`config.mk`:
```
export PLATFORM = sky130hd
export DESIGN_NAME = pti_top
export DESIGN_NICKNAME = d
export VERILOG_FILES = /design/src/common/pti_pkg.sv /design/src/rtl/pti_top.sv /design/src/rtl/pti_persist.sv
export SDC_FILE = /design/constraint.sdc
export NUM_CORES = 1
export LEC_CHECK = 0
export BUFFER_PORTS_ARGS = -buffer_cell sky130_fd_sc_hd__buf_2
export CAP_MARGIN = 20
export CORE_ASPECT_RATIO = 0.75
export CORE_UTILIZATION = 50
export CTS_BUF_LIST = sky130_fd_sc_hd__clkbuf_8 sky130_fd_sc_hd__clkbuf_16
export DETAILED_ROUTE_END_ITERATION = 8
export PLACE_DENSITY = 0.66
export SYNTH_ARGS = -nofsm -noshare
export SYNTH_HDL_FRONTEND = slang
export SYNTH_HIERARCHICAL = 1
export SYNTH_SLANG_ARGS = --single-unit
export TNS_END_PERCENT = 5
```
`constraint.sdc`:
```
create_clock -name clk -period 5.7 [get_ports clk]
set_clock_uncertainty 0.2 [all_clocks]
set_input_delay 0.57 -clock clk [delete_from_list [all_inputs] [get_ports clk]]
set_output_delay 0.57 -clock clk [all_outputs]
set_load 0.01 [all_outputs]
```
`src/common/pti_pkg.sv`:
```
// Function
// - Low threshold is 16 bits, upper byte at 0x8A, lower byte at 0x8B.
// - High threshold is 16 bits, upper byte at 0x8C, lower byte at 0x8D.
// - Status at 0x8E has a flag set on each data-ready interrupt.
// - Below-limit flag sets when a measurement falls under the low threshold.
// - Above-limit flag sets when a measurement rises over the high threshold.
// - A set flag stays one until the host writes a one to its bit.
// - Interrupt pad is pulled low while any status flag is one.
// - Threshold flags need 1,2,4..128 consecutive crossings, chosen by a 3-bit code.
// - Threshold flags set only while the threshold interrupt enable is one.
package pti_pkg;

  // ==========================================================================
  // Register map
  // ==========================================================================
  localparam logic [7:0] PTI_OFS_INT_CTRL = 8'h89;
  localparam logic [7:0] PTI_OFS_LOW_HI = 8'h8a;
  localparam logic [7:0] PTI_OFS_LOW_LO = 8'h8b;
  localparam logic [7:0] PTI_OFS_HIGH_HI = 8'h8c;
  localparam logic [7:0] PTI_OFS_HIGH_LO = 8'h8d;
  localparam logic [7:0] PTI_OFS_FLAGS = 8'h8e;
  localparam logic [7:0] PTI_OFS_MOD_TIMING = 8'h8f;

  // ==========================================================================
  // Field positions
  // ==========================================================================
  localparam int PTI_CTRL_CNT_MSB = 7;
  localparam int PTI_CTRL_CNT_LSB = 5;
  localparam int PTI_CTRL_READY_EN = 3;
  localparam int PTI_CTRL_THRES_EN = 1;
  localparam int PTI_CTRL_THRES_SEL = 0;
  localparam int PTI_FLAG_READY = 3;
  localparam int PTI_FLAG_BELOW = 1;
  localparam int PTI_FLAG_ABOVE = 0;

  // ==========================================================================
  // Reset values
  // ==========================================================================
  localparam logic [7:0] PTI_RST_INT_CTRL = 8'h00;
  localparam logic [7:0] PTI_RST_THRESH = 8'h00;
  localparam logic [7:0] PTI_RST_MOD_TIMING = 8'h00;
  localparam logic [7:0] PTI_RD_UNMAPPED = 8'h00;

  // ==========================================================================
  // Serial bus constants
  // ==========================================================================
  localparam logic [3:0] PTI_BITS_PER_BYTE = 4'h8;

  typedef struct packed {
    logic valid;
    logic [15:0] data;
  } pti_meas_t;

  typedef struct packed {
    logic en;
    logic [7:0] addr;
    logic [7:0] data;
  } pti_wr_t;

endpackage : pti_pkg

```
`src/rtl/pti_top.sv`:
```
`timescale 1ns/100ps
// Threshold and interrupt-status registers of a proximity sensor behind a two-wire bus.
module pti_top
  import pti_pkg::*;
#(
  parameter logic [6:0] DEV_ADDR = 7'h13, // Arbitrary bus address.
  parameter int CNT_W = 8
)(
  input wire logic clk,
  input wire logic nrst,
  input wire logic scl_in,
  input wire logic sda_in,
  output logic sda_out,
  output logic sda_oe,
  output logic int_pad_out,
  output logic int_pad_oe,
  input wire pti_meas_t meas
);

  if (CNT_W < 8)
  begin : g_chk
    $error("pti_top: CNT_W must hold a run of 128");
  end

  typedef enum logic [8:0] {
    ST_IDLE = 9'h001,
    ST_ADDR = 9'h002,
    ST_ACK_ADDR = 9'h004,
    ST_PTR = 9'h008,
    ST_ACK_PTR = 9'h010,
    ST_WDATA = 9'h020,
    ST_ACK_WR = 9'h040,
    ST_RDATA = 9'h080,
    ST_RACK = 9'h100
  } pti_state_t;

  // ==========================================================================
  // Pin synchronisers
  // ==========================================================================
  logic [2:0] scl_sync_reg;
  logic [2:0] sda_sync_reg;
  logic scl_f_reg;
  logic sda_f_reg;

  always_ff @(posedge clk or negedge nrst)
  begin
    if (!nrst)
    begin
      scl_sync_reg <= 3'h7;
      sda_sync_reg <= 3'h7;
      scl_f_reg <= 1'b1;
      sda_f_reg <= 1'b1;
    end
    else
    begin
      scl_sync_reg <= {scl_sync_reg[1:0], scl_in};
      sda_sync_reg <= {sda_sync_reg[1:0], sda_in};
      if (scl_sync_reg[1] == scl_sync_reg[2])
      begin
        scl_f_reg <= scl_sync_reg[2];
      end
      if (sda_sync_reg[1] == sda_sync_reg[2])
      begin
        sda_f_reg <= sda_sync_reg[2];
      end
    end
  end

  logic scl_f_next;
  logic sda_f_next;
  logic scl_rise;
  logic scl_fall;
  logic bus_start;
  logic bus_stop;

  always_comb
  begin
    scl_f_next = (scl_sync_reg[1] == scl_sync_reg[2]) ? scl_sync_reg[2] : scl_f_reg;
    sda_f_next = (sda_sync_reg[1] == sda_sync_reg[2]) ? sda_sync_reg[2] : sda_f_reg;
    scl_rise = scl_f_next & ~scl_f_reg;
    scl_fall = ~scl_f_next & scl_f_reg;
    bus_start = scl_f_reg & scl_f_next & sda_f_reg & ~sda_f_next;
    bus_stop = scl_f_reg & scl_f_next & ~sda_f_reg & sda_f_next;
  end

  // ==========================================================================
  // Register storage
  // ==========================================================================
  logic [7:0] ctrl_reg;
  logic [15:0] low_thr_reg;
  logic [15:0] high_thr_reg;
  logic [7:0] mod_timing_reg;
  logic [7:0] flags_reg;
  logic [7:0] flags_next;
  pti_wr_t wr_reg;

  function automatic logic [7:0] reg_read(input logic [7:0] a, input logic [7:0] fl,
                                          input logic [7:0] ct, input logic [15:0] lo,
                                          input logic [15:0] hi, input logic [7:0] mt);
    logic [7:0] r;
    r = PTI_RD_UNMAPPED;
    unique case (a)
      PTI_OFS_INT_CTRL: r = ct;
      PTI_OFS_LOW_HI: r = lo[15:8];
      PTI_OFS_LOW_LO: r = lo[7:0];
      PTI_OFS_HIGH_HI: r = hi[15:8];
      PTI_OFS_HIGH_LO: r = hi[7:0];
      PTI_OFS_FLAGS: r = fl;
      PTI_OFS_MOD_TIMING: r = mt;
      default: r = PTI_RD_UNMAPPED;
    endcase
    return r;
  endfunction : reg_read

  always_ff @(posedge clk or negedge nrst)
  begin
    if (!nrst)
    begin
      ctrl_reg <= PTI_RST_INT_CTRL;
      low_thr_reg <= {PTI_RST_THRESH, PTI_RST_THRESH};
      high_thr_reg <= {PTI_RST_THRESH, PTI_RST_THRESH};
      mod_timing_reg <= PTI_RST_MOD_TIMING;
    end
    else if (wr_reg.en)
    begin
      unique case (wr_reg.addr)
        PTI_OFS_INT_CTRL: ctrl_reg <= wr_reg.data;
        PTI_OFS_LOW_HI: low_thr_reg[15:8] <= wr_reg.data;
        PTI_OFS_LOW_LO: low_thr_reg[7:0] <= wr_reg.data;
        PTI_OFS_HIGH_HI: high_thr_reg[15:8] <= wr_reg.data;
        PTI_OFS_HIGH_LO: high_thr_reg[7:0] <= wr_reg.data;
        PTI_OFS_MOD_TIMING: mod_timing_reg <= wr_reg.data;
        default: ;
      endcase
    end
  end

  // ==========================================================================
  // Threshold detection and status flags
  // ==========================================================================
  logic thr_sample;
  logic below_hit;
  logic above_hit;

  assign thr_sample = meas.valid & ~ctrl_reg[PTI_CTRL_THRES_SEL];

  pti_persist #(
    .CNT_W(CNT_W)
  ) u_below (
    .clk(clk),
    .nrst(nrst),
    .sample(thr_sample),
    .beyond(meas.data < low_thr_reg),
    .code(ctrl_reg[PTI_CTRL_CNT_MSB:PTI_CTRL_CNT_LSB]),
    .hit(below_hit)
  );

  pti_persist #(
    .CNT_W(CNT_W)
  ) u_above (
    .clk(clk),
    .nrst(nrst),
    .sample(thr_sample),
    .beyond(meas.data > high_thr_reg),
    .code(ctrl_reg[PTI_CTRL_CNT_MSB:PTI_CTRL_CNT_LSB]),
    .hit(above_hit)
  );

  always_comb
  begin
    flags_next = flags_reg;
    if (wr_reg.en && wr_reg.addr == PTI_OFS_FLAGS)
    begin
      flags_next = flags_reg & ~wr_reg.data;
    end
    if (meas.valid && ctrl_reg[PTI_CTRL_READY_EN])
    begin
      flags_next[PTI_FLAG_READY] = 1'b1;
    end
    if (below_hit && ctrl_reg[PTI_CTRL_THRES_EN])
    begin
      flags_next[PTI_FLAG_BELOW] = 1'b1;
    end
    if (above_hit && ctrl_reg[PTI_CTRL_THRES_EN])
    begin
      flags_next[PTI_FLAG_ABOVE] = 1'b1;
    end
    flags_next[7:4] = 4'h0;
    flags_next[2] = 1'b0;
  end

  always_ff @(posedge clk or negedge nrst)
  begin
    if (!nrst)
    begin
      flags_reg <= 8'h00;
    end
    else
    begin
      flags_reg <= flags_next;
    end
  end

  // ==========================================================================
  // Interrupt pad
  // ==========================================================================
  logic int_oe_reg;
  logic pad_low_reg;

  always_ff @(posedge clk or negedge nrst)
  begin
    if (!nrst)
    begin
      int_oe_reg <= 1'b0;
      pad_low_reg <= 1'b0;
    end
    else
    begin
      int_oe_reg <= |flags_next;
      pad_low_reg <= 1'b0;
    end
  end

  assign int_pad_oe = int_oe_reg;
  assign int_pad_out = pad_low_reg;
  assign sda_out = pad_low_reg;

  // ==========================================================================
  // Two-wire bus slave
  // ==========================================================================
  pti_state_t state_reg;
  logic [3:0] bit_cnt_reg;
  logic [7:0] rx_reg;
  logic [7:0] tx_reg;
  logic [7:0] ptr_reg;
  logic rnw_reg;
  logic nack_reg;
  logic sda_oe_reg;
  logic [7:0] rd_byte;

  assign rd_byte = reg_read(ptr_reg, flags_reg, ctrl_reg, low_thr_reg, high_thr_reg,
                            mod_timing_reg);

  always_ff @(posedge clk or negedge nrst)
  begin
    if (!nrst)
    begin
      state_reg <= ST_IDLE;
      bit_cnt_reg <= 4'h0;
      rx_reg <= 8'h00;
      tx_reg <= 8'h00;
      ptr_reg <= 8'h00;
      rnw_reg <= 1'b0;
      nack_reg <= 1'b0;
      sda_oe_reg <= 1'b0;
      wr_reg <= '0;
    end
    else
    begin
      wr_reg.en <= 1'b0;
      if (bus_start)
      begin
        state_reg <= ST_ADDR;
        bit_cnt_reg <= 4'h0;
        sda_oe_reg <= 1'b0;
      end
      else if (bus_stop)
      begin
        state_reg <= ST_IDLE;
        sda_oe_reg <= 1'b0;
      end
      else if (scl_rise)
      begin
        if (state_reg == ST_RACK)
        begin
          nack_reg <= sda_f_reg;
        end
        else
        begin
          rx_reg <= {rx_reg[6:0], sda_f_reg};
          bit_cnt_reg <= bit_cnt_reg + 4'h1;
        end
      end
      else if (scl_fall)
      begin
        unique case (state_reg)
          ST_IDLE: ;
          ST_ADDR:
            if (bit_cnt_reg == PTI_BITS_PER_BYTE)
            begin
              bit_cnt_reg <= 4'h0;
              if (rx_reg[7:1] == DEV_ADDR)
              begin
                rnw_reg <= rx_reg[0];
                sda_oe_reg <= 1'b1;
                state_reg <= ST_ACK_ADDR;
              end
              else
              begin
                state_reg <= ST_IDLE;
              end
            end
          ST_ACK_ADDR:
          begin
            bit_cnt_reg <= 4'h0;
            if (rnw_reg)
            begin
              tx_reg <= rd_byte;
              sda_oe_reg <= ~rd_byte[7];
              ptr_reg <= ptr_reg + 8'h01;
              state_reg <= ST_RDATA;
            end
            else
            begin
              sda_oe_reg <= 1'b0;
              state_reg <= ST_PTR;
            end
          end
          ST_PTR:
            if (bit_cnt_reg == PTI_BITS_PER_BYTE)
            begin
              ptr_reg <= rx_reg;
              sda_oe_reg <= 1'b1;
              state_reg <= ST_ACK_PTR;
            end
          ST_WDATA:
            if (bit_cnt_reg == PTI_BITS_PER_BYTE)
            begin
              wr_reg.en <= 1'b1;
              wr_reg.addr <= ptr_reg;
              wr_reg.data <= rx_reg;
              ptr_reg <= ptr_reg + 8'h01;
              sda_oe_reg <= 1'b1;
              state_reg <= ST_ACK_WR;
            end
          ST_ACK_PTR, ST_ACK_WR:
          begin
            bit_cnt_reg <= 4'h0;
            sda_oe_reg <= 1'b0;
            state_reg <= ST_WDATA;
          end
          ST_RDATA:
            if (bit_cnt_reg == PTI_BITS_PER_BYTE)
            begin
              sda_oe_reg <= 1'b0;
              state_reg <= ST_RACK;
            end
            else
            begin
              tx_reg <= {tx_reg[6:0], 1'b0};
              sda_oe_reg <= ~tx_reg[6];
            end
          ST_RACK:
          begin
            bit_cnt_reg <= 4'h0;
            if (nack_reg)
            begin
              state_reg <= ST_IDLE;
            end
            else
            begin
              tx_reg <= rd_byte;
              sda_oe_reg <= ~rd_byte[7];
              ptr_reg <= ptr_reg + 8'h01;
              state_reg <= ST_RDATA;
            end
          end
        endcase
      end
    end
  end

  assign sda_oe = sda_oe_reg;

endmodule : pti_top

```
`src/rtl/pti_persist.sv`:
```
`timescale 1ns/100ps
// Counts consecutive crossing measurements and pulses once the programmed run is reached.
module pti_persist
  import pti_pkg::*;
#(
  parameter int CNT_W = 8
)(
  input wire logic clk,
  input wire logic nrst,
  input wire logic sample,
  input wire logic beyond,
  input wire logic [2:0] code,
  output logic hit
);

  if (CNT_W < 8)
  begin : g_chk
    $error("pti_persist: CNT_W must hold a run of 128");
  end

  logic [CNT_W-1:0] run_reg;
  logic [CNT_W-1:0] run_next;
  logic [CNT_W-1:0] need;
  logic hit_reg;

  // ==========================================================================
  // Run length
  // ==========================================================================
  always_comb
  begin
    need = CNT_W'(1) << code;
    run_next = run_reg + CNT_W'(1);
  end

  always_ff @(posedge clk or negedge nrst)
  begin
    if (!nrst)
    begin
      run_reg <= '0;
      hit_reg <= 1'b0;
    end
    else
    begin
      hit_reg <= 1'b0;
      if (sample)
      begin
        if (!beyond)
        begin
          run_reg <= '0;
        end
        else if (run_next >= need)
        begin
          run_reg <= '0;
          hit_reg <= 1'b1;
        end
        else
        begin
          run_reg <= run_next;
        end
      end
    end
  end

  assign hit = hit_reg;

endmodule : pti_persist

```
; ---- Yosys cells after proc, flatten, opt, wreduce, memory -nomap -nowiden
; Cells that the tools add are included.
[word_totals]
reg_bits = 134
output_inout_bits = 4
in_bits = 21
elab_cells = 191
[classes]
shifts = 1
bitwise_logic = 21
addsub = 4
n_eq_ne = 42
magnitude_cmp = 4
muxes = 62
reduce_logical = 30
[ops]
columns = operator, n
row1 = "equality test 8 bit, second input constant", 14
row2 = two-way mux 17 bit, 6
row3 = two-way mux 8 bit, 10
row4 = two-way mux 9 bit, 8
row5 = one-hot mux 9 bit (7 select lines), 1
row6 = one-hot mux 8 bit (7 select lines), 1
row7 = one-hot mux 8 bit (4 select lines), 1
row8 = two-way mux 4 bit, 7
row9 = "!= test 4 bit, second input constant", 7
row10 = "adder 8 x 1 -> 8 bit, second input constant", 3
row11 = two-way mux 1 bit, 21
row12 = two-way mux 7 bit, 3
row13 = one-hot mux 7 bit (3 select lines), 1
row14 = AND reduction 7 bit, 3
row15 = greater-or-equal comparator 8 bit, 2
row16 = greater-than comparator 16 bit, 1
row17 = less-than comparator 16 bit, 1
row18 = "!= test 2 bit, second input constant", 6
row19 = AND reduction 2 bit, 6
row20 = NOT 1 bit, 11
row21 = "equality test 9 x 2 -> 1 bit, second input constant", 1
row22 = "equality test 9 x 3 -> 1 bit, second input constant", 1
row23 = "equality test 9 x 4 -> 1 bit, second input constant", 1
row24 = "equality test 9 x 5 -> 1 bit, second input constant", 1
row25 = 31 further kinds, 47

; ---- Depth between registers and ports, before layout
[depth]
ltp_word = 9
ltp_mapped = 12
ltp_nobuf = 11

; ---- By module
; Netlist, hierarchy kept.
[by_module_without_submodules]
columns = mod, area_per_inst_um2, cells_per_inst, instances, seq_area_each_um2
row1 = pti_top, 6434.9, 615, 1, 2914.0
row2 = pti_persist, 748.2, 71, 2, 225.2

; ---- Worst setup path before layout
; Ideal clock, no wire load.
[synth_timing]
path_type = flip-flop to flip-flop
from = register scl_f_reg
to = register bit_cnt_reg[3]
arrival_time_ns = 2.463
setup_ns = 0.126
path_slack_ns = 2.910
path_stages_with_launch = 11
required_ns = 5.374
period_less_slack_ns = 2.790
path_buffers = 0
cell_sequence = dfstp_2 > inv_1 > nand2_1 > o21a_1 > ha_1 > or3b_2 > a2bb2oi_1 > o21ai_0 > a21oi_1 > a41oi_1 > o2bb2a_1
[synth_via]
elab_chain_len = 6
elab_cells_between_ends = 19
classes_between = 3 x eq/ne / 4 x mux / 9 x bitwise / 3 x reduce/logical
[synth_lines]
columns = element, line
row1 = from (decl), pti_top.sv:42  ; logic scl_f_reg;
row2 = from (signal assigned), pti_top.sv:60  ; scl_f_reg <= scl_sync_reg[2];
row3 = two-way mux 1 bit (*), pti_top.sv:78  ; scl_f_next = (scl_sync_reg[1] == scl_sync_reg[2]) ? scl_sync_reg[2] : scl_f_reg;
row4 = net scl_f_next, pti_top.sv:69  ; logic scl_f_next;
row5 = bitwise AND 1 bit, "pti_top.sv:82, pti_top.sv:83"
row6 = "bitwise AND 1 bit, on equally long branches (2 in series)", "pti_top.sv:82, pti_top.sv:83"
row7 = != test 4 bit (no source line) (tied with other cells), --
row8 = AND reduction 5 bit (no source line), --
row9 = to (signal assigned), pti_top.sv:281  ; bit_cnt_reg <= bit_cnt_reg + 4'h1;
row10 = to (decl), pti_top.sv:232  ; logic [3:0] bit_cnt_reg;
; Mark *: on every way through the listed nets, which the timed path passes. The rest lies on a longest branch. The select of a mux whose other input is x is not followed.
; A chain may end at the register's enable or synchronous reset.

; ---- Worst setup path in the final report
[layout_timing]
from = register state_reg[5]
to = register ptr_reg[7]
[layout_via]
elab_chain_len = 3
elab_cells_between_ends = 11
classes_between = 8 x eq/ne / 1 x mux / 2 x reduce/logical
[layout_lines]
columns = element, line
row1 = from (decl), pti_top.sv:231  ; pti_state_t state_reg;
row2 = from (signal assigned), pti_top.sv:248  ; state_reg <= ST_IDLE;
row3 = from (signal assigned), pti_top.sv:263  ; state_reg <= ST_ADDR;
row4 = from (signal assigned), pti_top.sv:269  ; state_reg <= ST_IDLE;
row5 = equality test 9 x 4 -> 1 bit (tied with other cells), pti_top.sv:286  ; unique case (state_reg)
row6 = != test 2 bit (no source line) / nonzero test 4 bit (equally long branches), --
row7 = AND reduction 9 bit (no source line), --
row8 = to (signal assigned), pti_top.sv:310  ; ptr_reg <= ptr_reg + 8'h01;
row9 = to (signal assigned), pti_top.sv:322  ; ptr_reg <= rx_reg;
row10 = to (signal assigned), pti_top.sv:332  ; ptr_reg <= ptr_reg + 8'h01;
row11 = to (decl), pti_top.sv:235  ; logic [7:0] ptr_reg;
; Parallel ways exist; a longest one is shown, timed or not.

==> results.toml <==
[clock_network]
htree_levels = 4
clock_sinks = 134
cts_tree = "yes"
clkTransAtPathRegs_ps = 60
cts_buffer_depth = 2
clock_latency_ps = 430
cts_buffers = 17
root_buffer = "clkbuf_16"
ctsResizeCount = 0

[power]
ir_drop_uv = 170.9
p_leak_nw = 3.875
power-per-cell-area_nw_per_um2 = 292.4
total_power_mw = 2.575

[finish]
utilization_pct = 57.28
fillCellCount = 1297
area.growth.synth_to_final_pct = 11.01
drive_gt1_share_pct = 18.76
fin_nets = 856
antenna_cells = 0
largest_reg_flops = 17

[yosys]
synth_common_cells = "125 x dfrtp_1, 60 x nand2_1, 59 x ha_1"
synth_top_cell_by_area = "dfrtp_1"
synth_top_area_share_pct = 39.44
yosysMostFrequentCell = "dfrtp_1"
synthArstFlopShare_pct = 100.0
netlist_area_um2 = 7931
synth-main-ff-cell = "dfrtp_1"
synthTopCellsByArea = "dfrtp_1 39%, ha_1 9.3%, mux2_2 8.1%"
syn-instance-count = 757
ys_types = 81
yosysWarnings = 6
ys_seq_area_share_pct = 42.42
syn_area_per_cell_um2 = 10.48
synth-seq-cells = 134
synth_edf_count = 0

[place]
port_buffers = 22
routabilityCongestion = 0.9077
hpwl_um = 14330

[timing]
worst_pin_slew_ps = 852.9
slew_violations = 0
period_share_pct = 56.32
finalSetupViolCount = 0
timing.fmax_ghz = 0.3115
slew_headroom_pct = 42.34
period_needed_ps = 3210
rsz0062_at_grt = "no"
finalHoldViolations = 0
holdWs_ps = 37.72
finalSetupTns_ps = 0

[global_routing]
met1_usage_pct = 36.33
grt_max_degree = 69
grt_util_met2_pct = 36.45
use_met3_pct = 5.679
antenna_found_initial = 0
grt_usage_pct = 25.29
grt_pass1_wl_um = 31650
grt_pass1_vias = 6049
top_usage_layer = "met2"
gr-total-overflow = 0

[worst_setup_path]
startpoint_type = "flop"
crit_arrival_ps = 3310
crit_fanout = 20
r2r-end = "ptr_reg[7]"
cp_slowest_cell = "nand4b_1"
ff2ff_setup_slack_ps = 2490
max_stage_delay_ps = 760
worst_ep_required_time_ps = 5800
worst-r2r-cell-count = 6
rr_startpoint = "state_reg[5]"
cp_cell_sequence = "nor4_4, nand4b_1, a21o_1, a211o_4, a21oi_1, o22ai_1"
cp_num_buf_inv = 0
critical-path-top-delay-family = "simple AND/OR/NAND/NOR gates"
crit_type = "flop to flop"
end_kind = "flop"

[drt]
routed_wl_um = 19730
ant_nets = 0
vias = 6186
drtIter0Drc = 601
post_drt_wl_per_cell_um = 19.85
drc = 0
vias_per_cell = 6.223
first_pass_iters = 7

[run_status]
status = "complete, no violations"

[hold_path]
min_to = "scl_sync_reg[0]"
hp-start = "scl_in"
min_path_cells = 1
min_path_type = "input port to flop"

[floorplan]
initial_core_util_pct = 51.60
die_y_um = 111.1
die_w_um = 147.4
io_pins = 25
row_count = 39
dieArea_um2 = 16380
core_um2 = 15370

[run]
cap_violations = 0
-- cell families (layout without fill, tap and decap cells) --
group	Yosys count	after routing	synth area share (%)
buffers and inverters	78	109	4.117
multiplexers	60	60	8.471
XOR/XNOR	16	16	1.767
AO/OA/AOI/OAI	188	188	18.38
AND/OR/NAND/NOR	220	220	15.37
flip-flops	134	134	42.42
other	1	2	0.04728
adder cells (fa/ha/maj)	60	60	9.434
-- power by group --
part / switching [mW] / internal, mW / total (mW) / leakage [nW]
combinational: 0.219 / 0.135 / 0.354 / 1.76
clock: 0.426 / 0.676 / 1.10 / 0.287
sequential: 0.101 / 1.02 / 1.12 / 1.82
-- cell usage in the layout, fill, tap and decap left out, drive strengths merged, types with 5 or more instances in the layout --
| cell | count |
|---|---|
| a41o | 8 |
| a21oi | 25 |
| xnor2 | 9 |
| a22o | 6 |
| xor2 | 7 |
| nand2b | 7 |
| nand3 | 28 |
| mux2 | 57 |
| nand2 | 60 |
| ha | 59 |
| nor3 | 11 |
| and2 | 5 |
| clkbuf | 20 |
| inv | 53 |
| a31oi | 6 |
| nor2b | 16 |
| a21o | 13 |
| o22ai | 9 |
| nor2 | 34 |
| dfstp | 9 |
| o21a | 7 |
| nand4 | 11 |
| o22a | 8 |
| o21ai | 40 |
| or3b | 6 |
| a222oi | 9 |
| nand3b | 10 |
| buf | 26 |
| o2bb2ai | 9 |
| nor4 | 6 |
| a22oi | 10 |
| dfrtp | 125 |
-- through the flow --
stage | area (µm²) | std cells | setup WS, ps
finish | 8805 | 994 | 2490
global route | 8805 | 994 | 2245
CTS | 8797 | 993 | 2532
detailed placement | 8192 | 960 | 2550
global placement | 8192 | 960 | 2652
floorplan | 7935 | 758 | 2910
-- what timing repair did --
action                                 CTS  global route
setup buffers                            0             0
hold buffers                             1             0
endpoints found under the hold margin   65             0
-- metal layers --
| metal | vias up | part of all wire [%] |
|---|---|---|
| li1 | 2854 | - |
| met1 | 3050 | 47 |
| met2 | 241 | 44 |
| met3 | 41 | 7.7 |
| met4 | 0 | 1.9 |
| met5 | - | 0 |
-- final cells by class --
class	count	area, µm²	area share, %
sequential	134	3364	38.21
clock buffer	20	466.7	5.301
tap	205	256.5	2.913
timing repair buffer	27	156.4	1.776
inverter	50	187.7	2.132
multi-input combinational	546	4244	48.20
clock inverter	12	128.9	1.464
-- how the worst max path moves through the flow --
stage / start / endpoint / slack, ps / depth (start not counted)
final: state_reg[5] / ptr_reg[7] / 2490 / 6
after CTS: state_reg[5] / ptr_reg[2] / 2530 / 6
after detailed placement: state_reg[5] / ptr_reg[2] / 2550 / 6
after global placement: scl_f_reg / wr_reg[12] / 2650 / 9
after global routing: state_reg[8] / ptr_reg[2] / 2240 / 6
after floorplan: scl_f_reg / bit_cnt_reg[3] / 2910 / 10
Note: power is estimated with default switching activity, not from simulation.
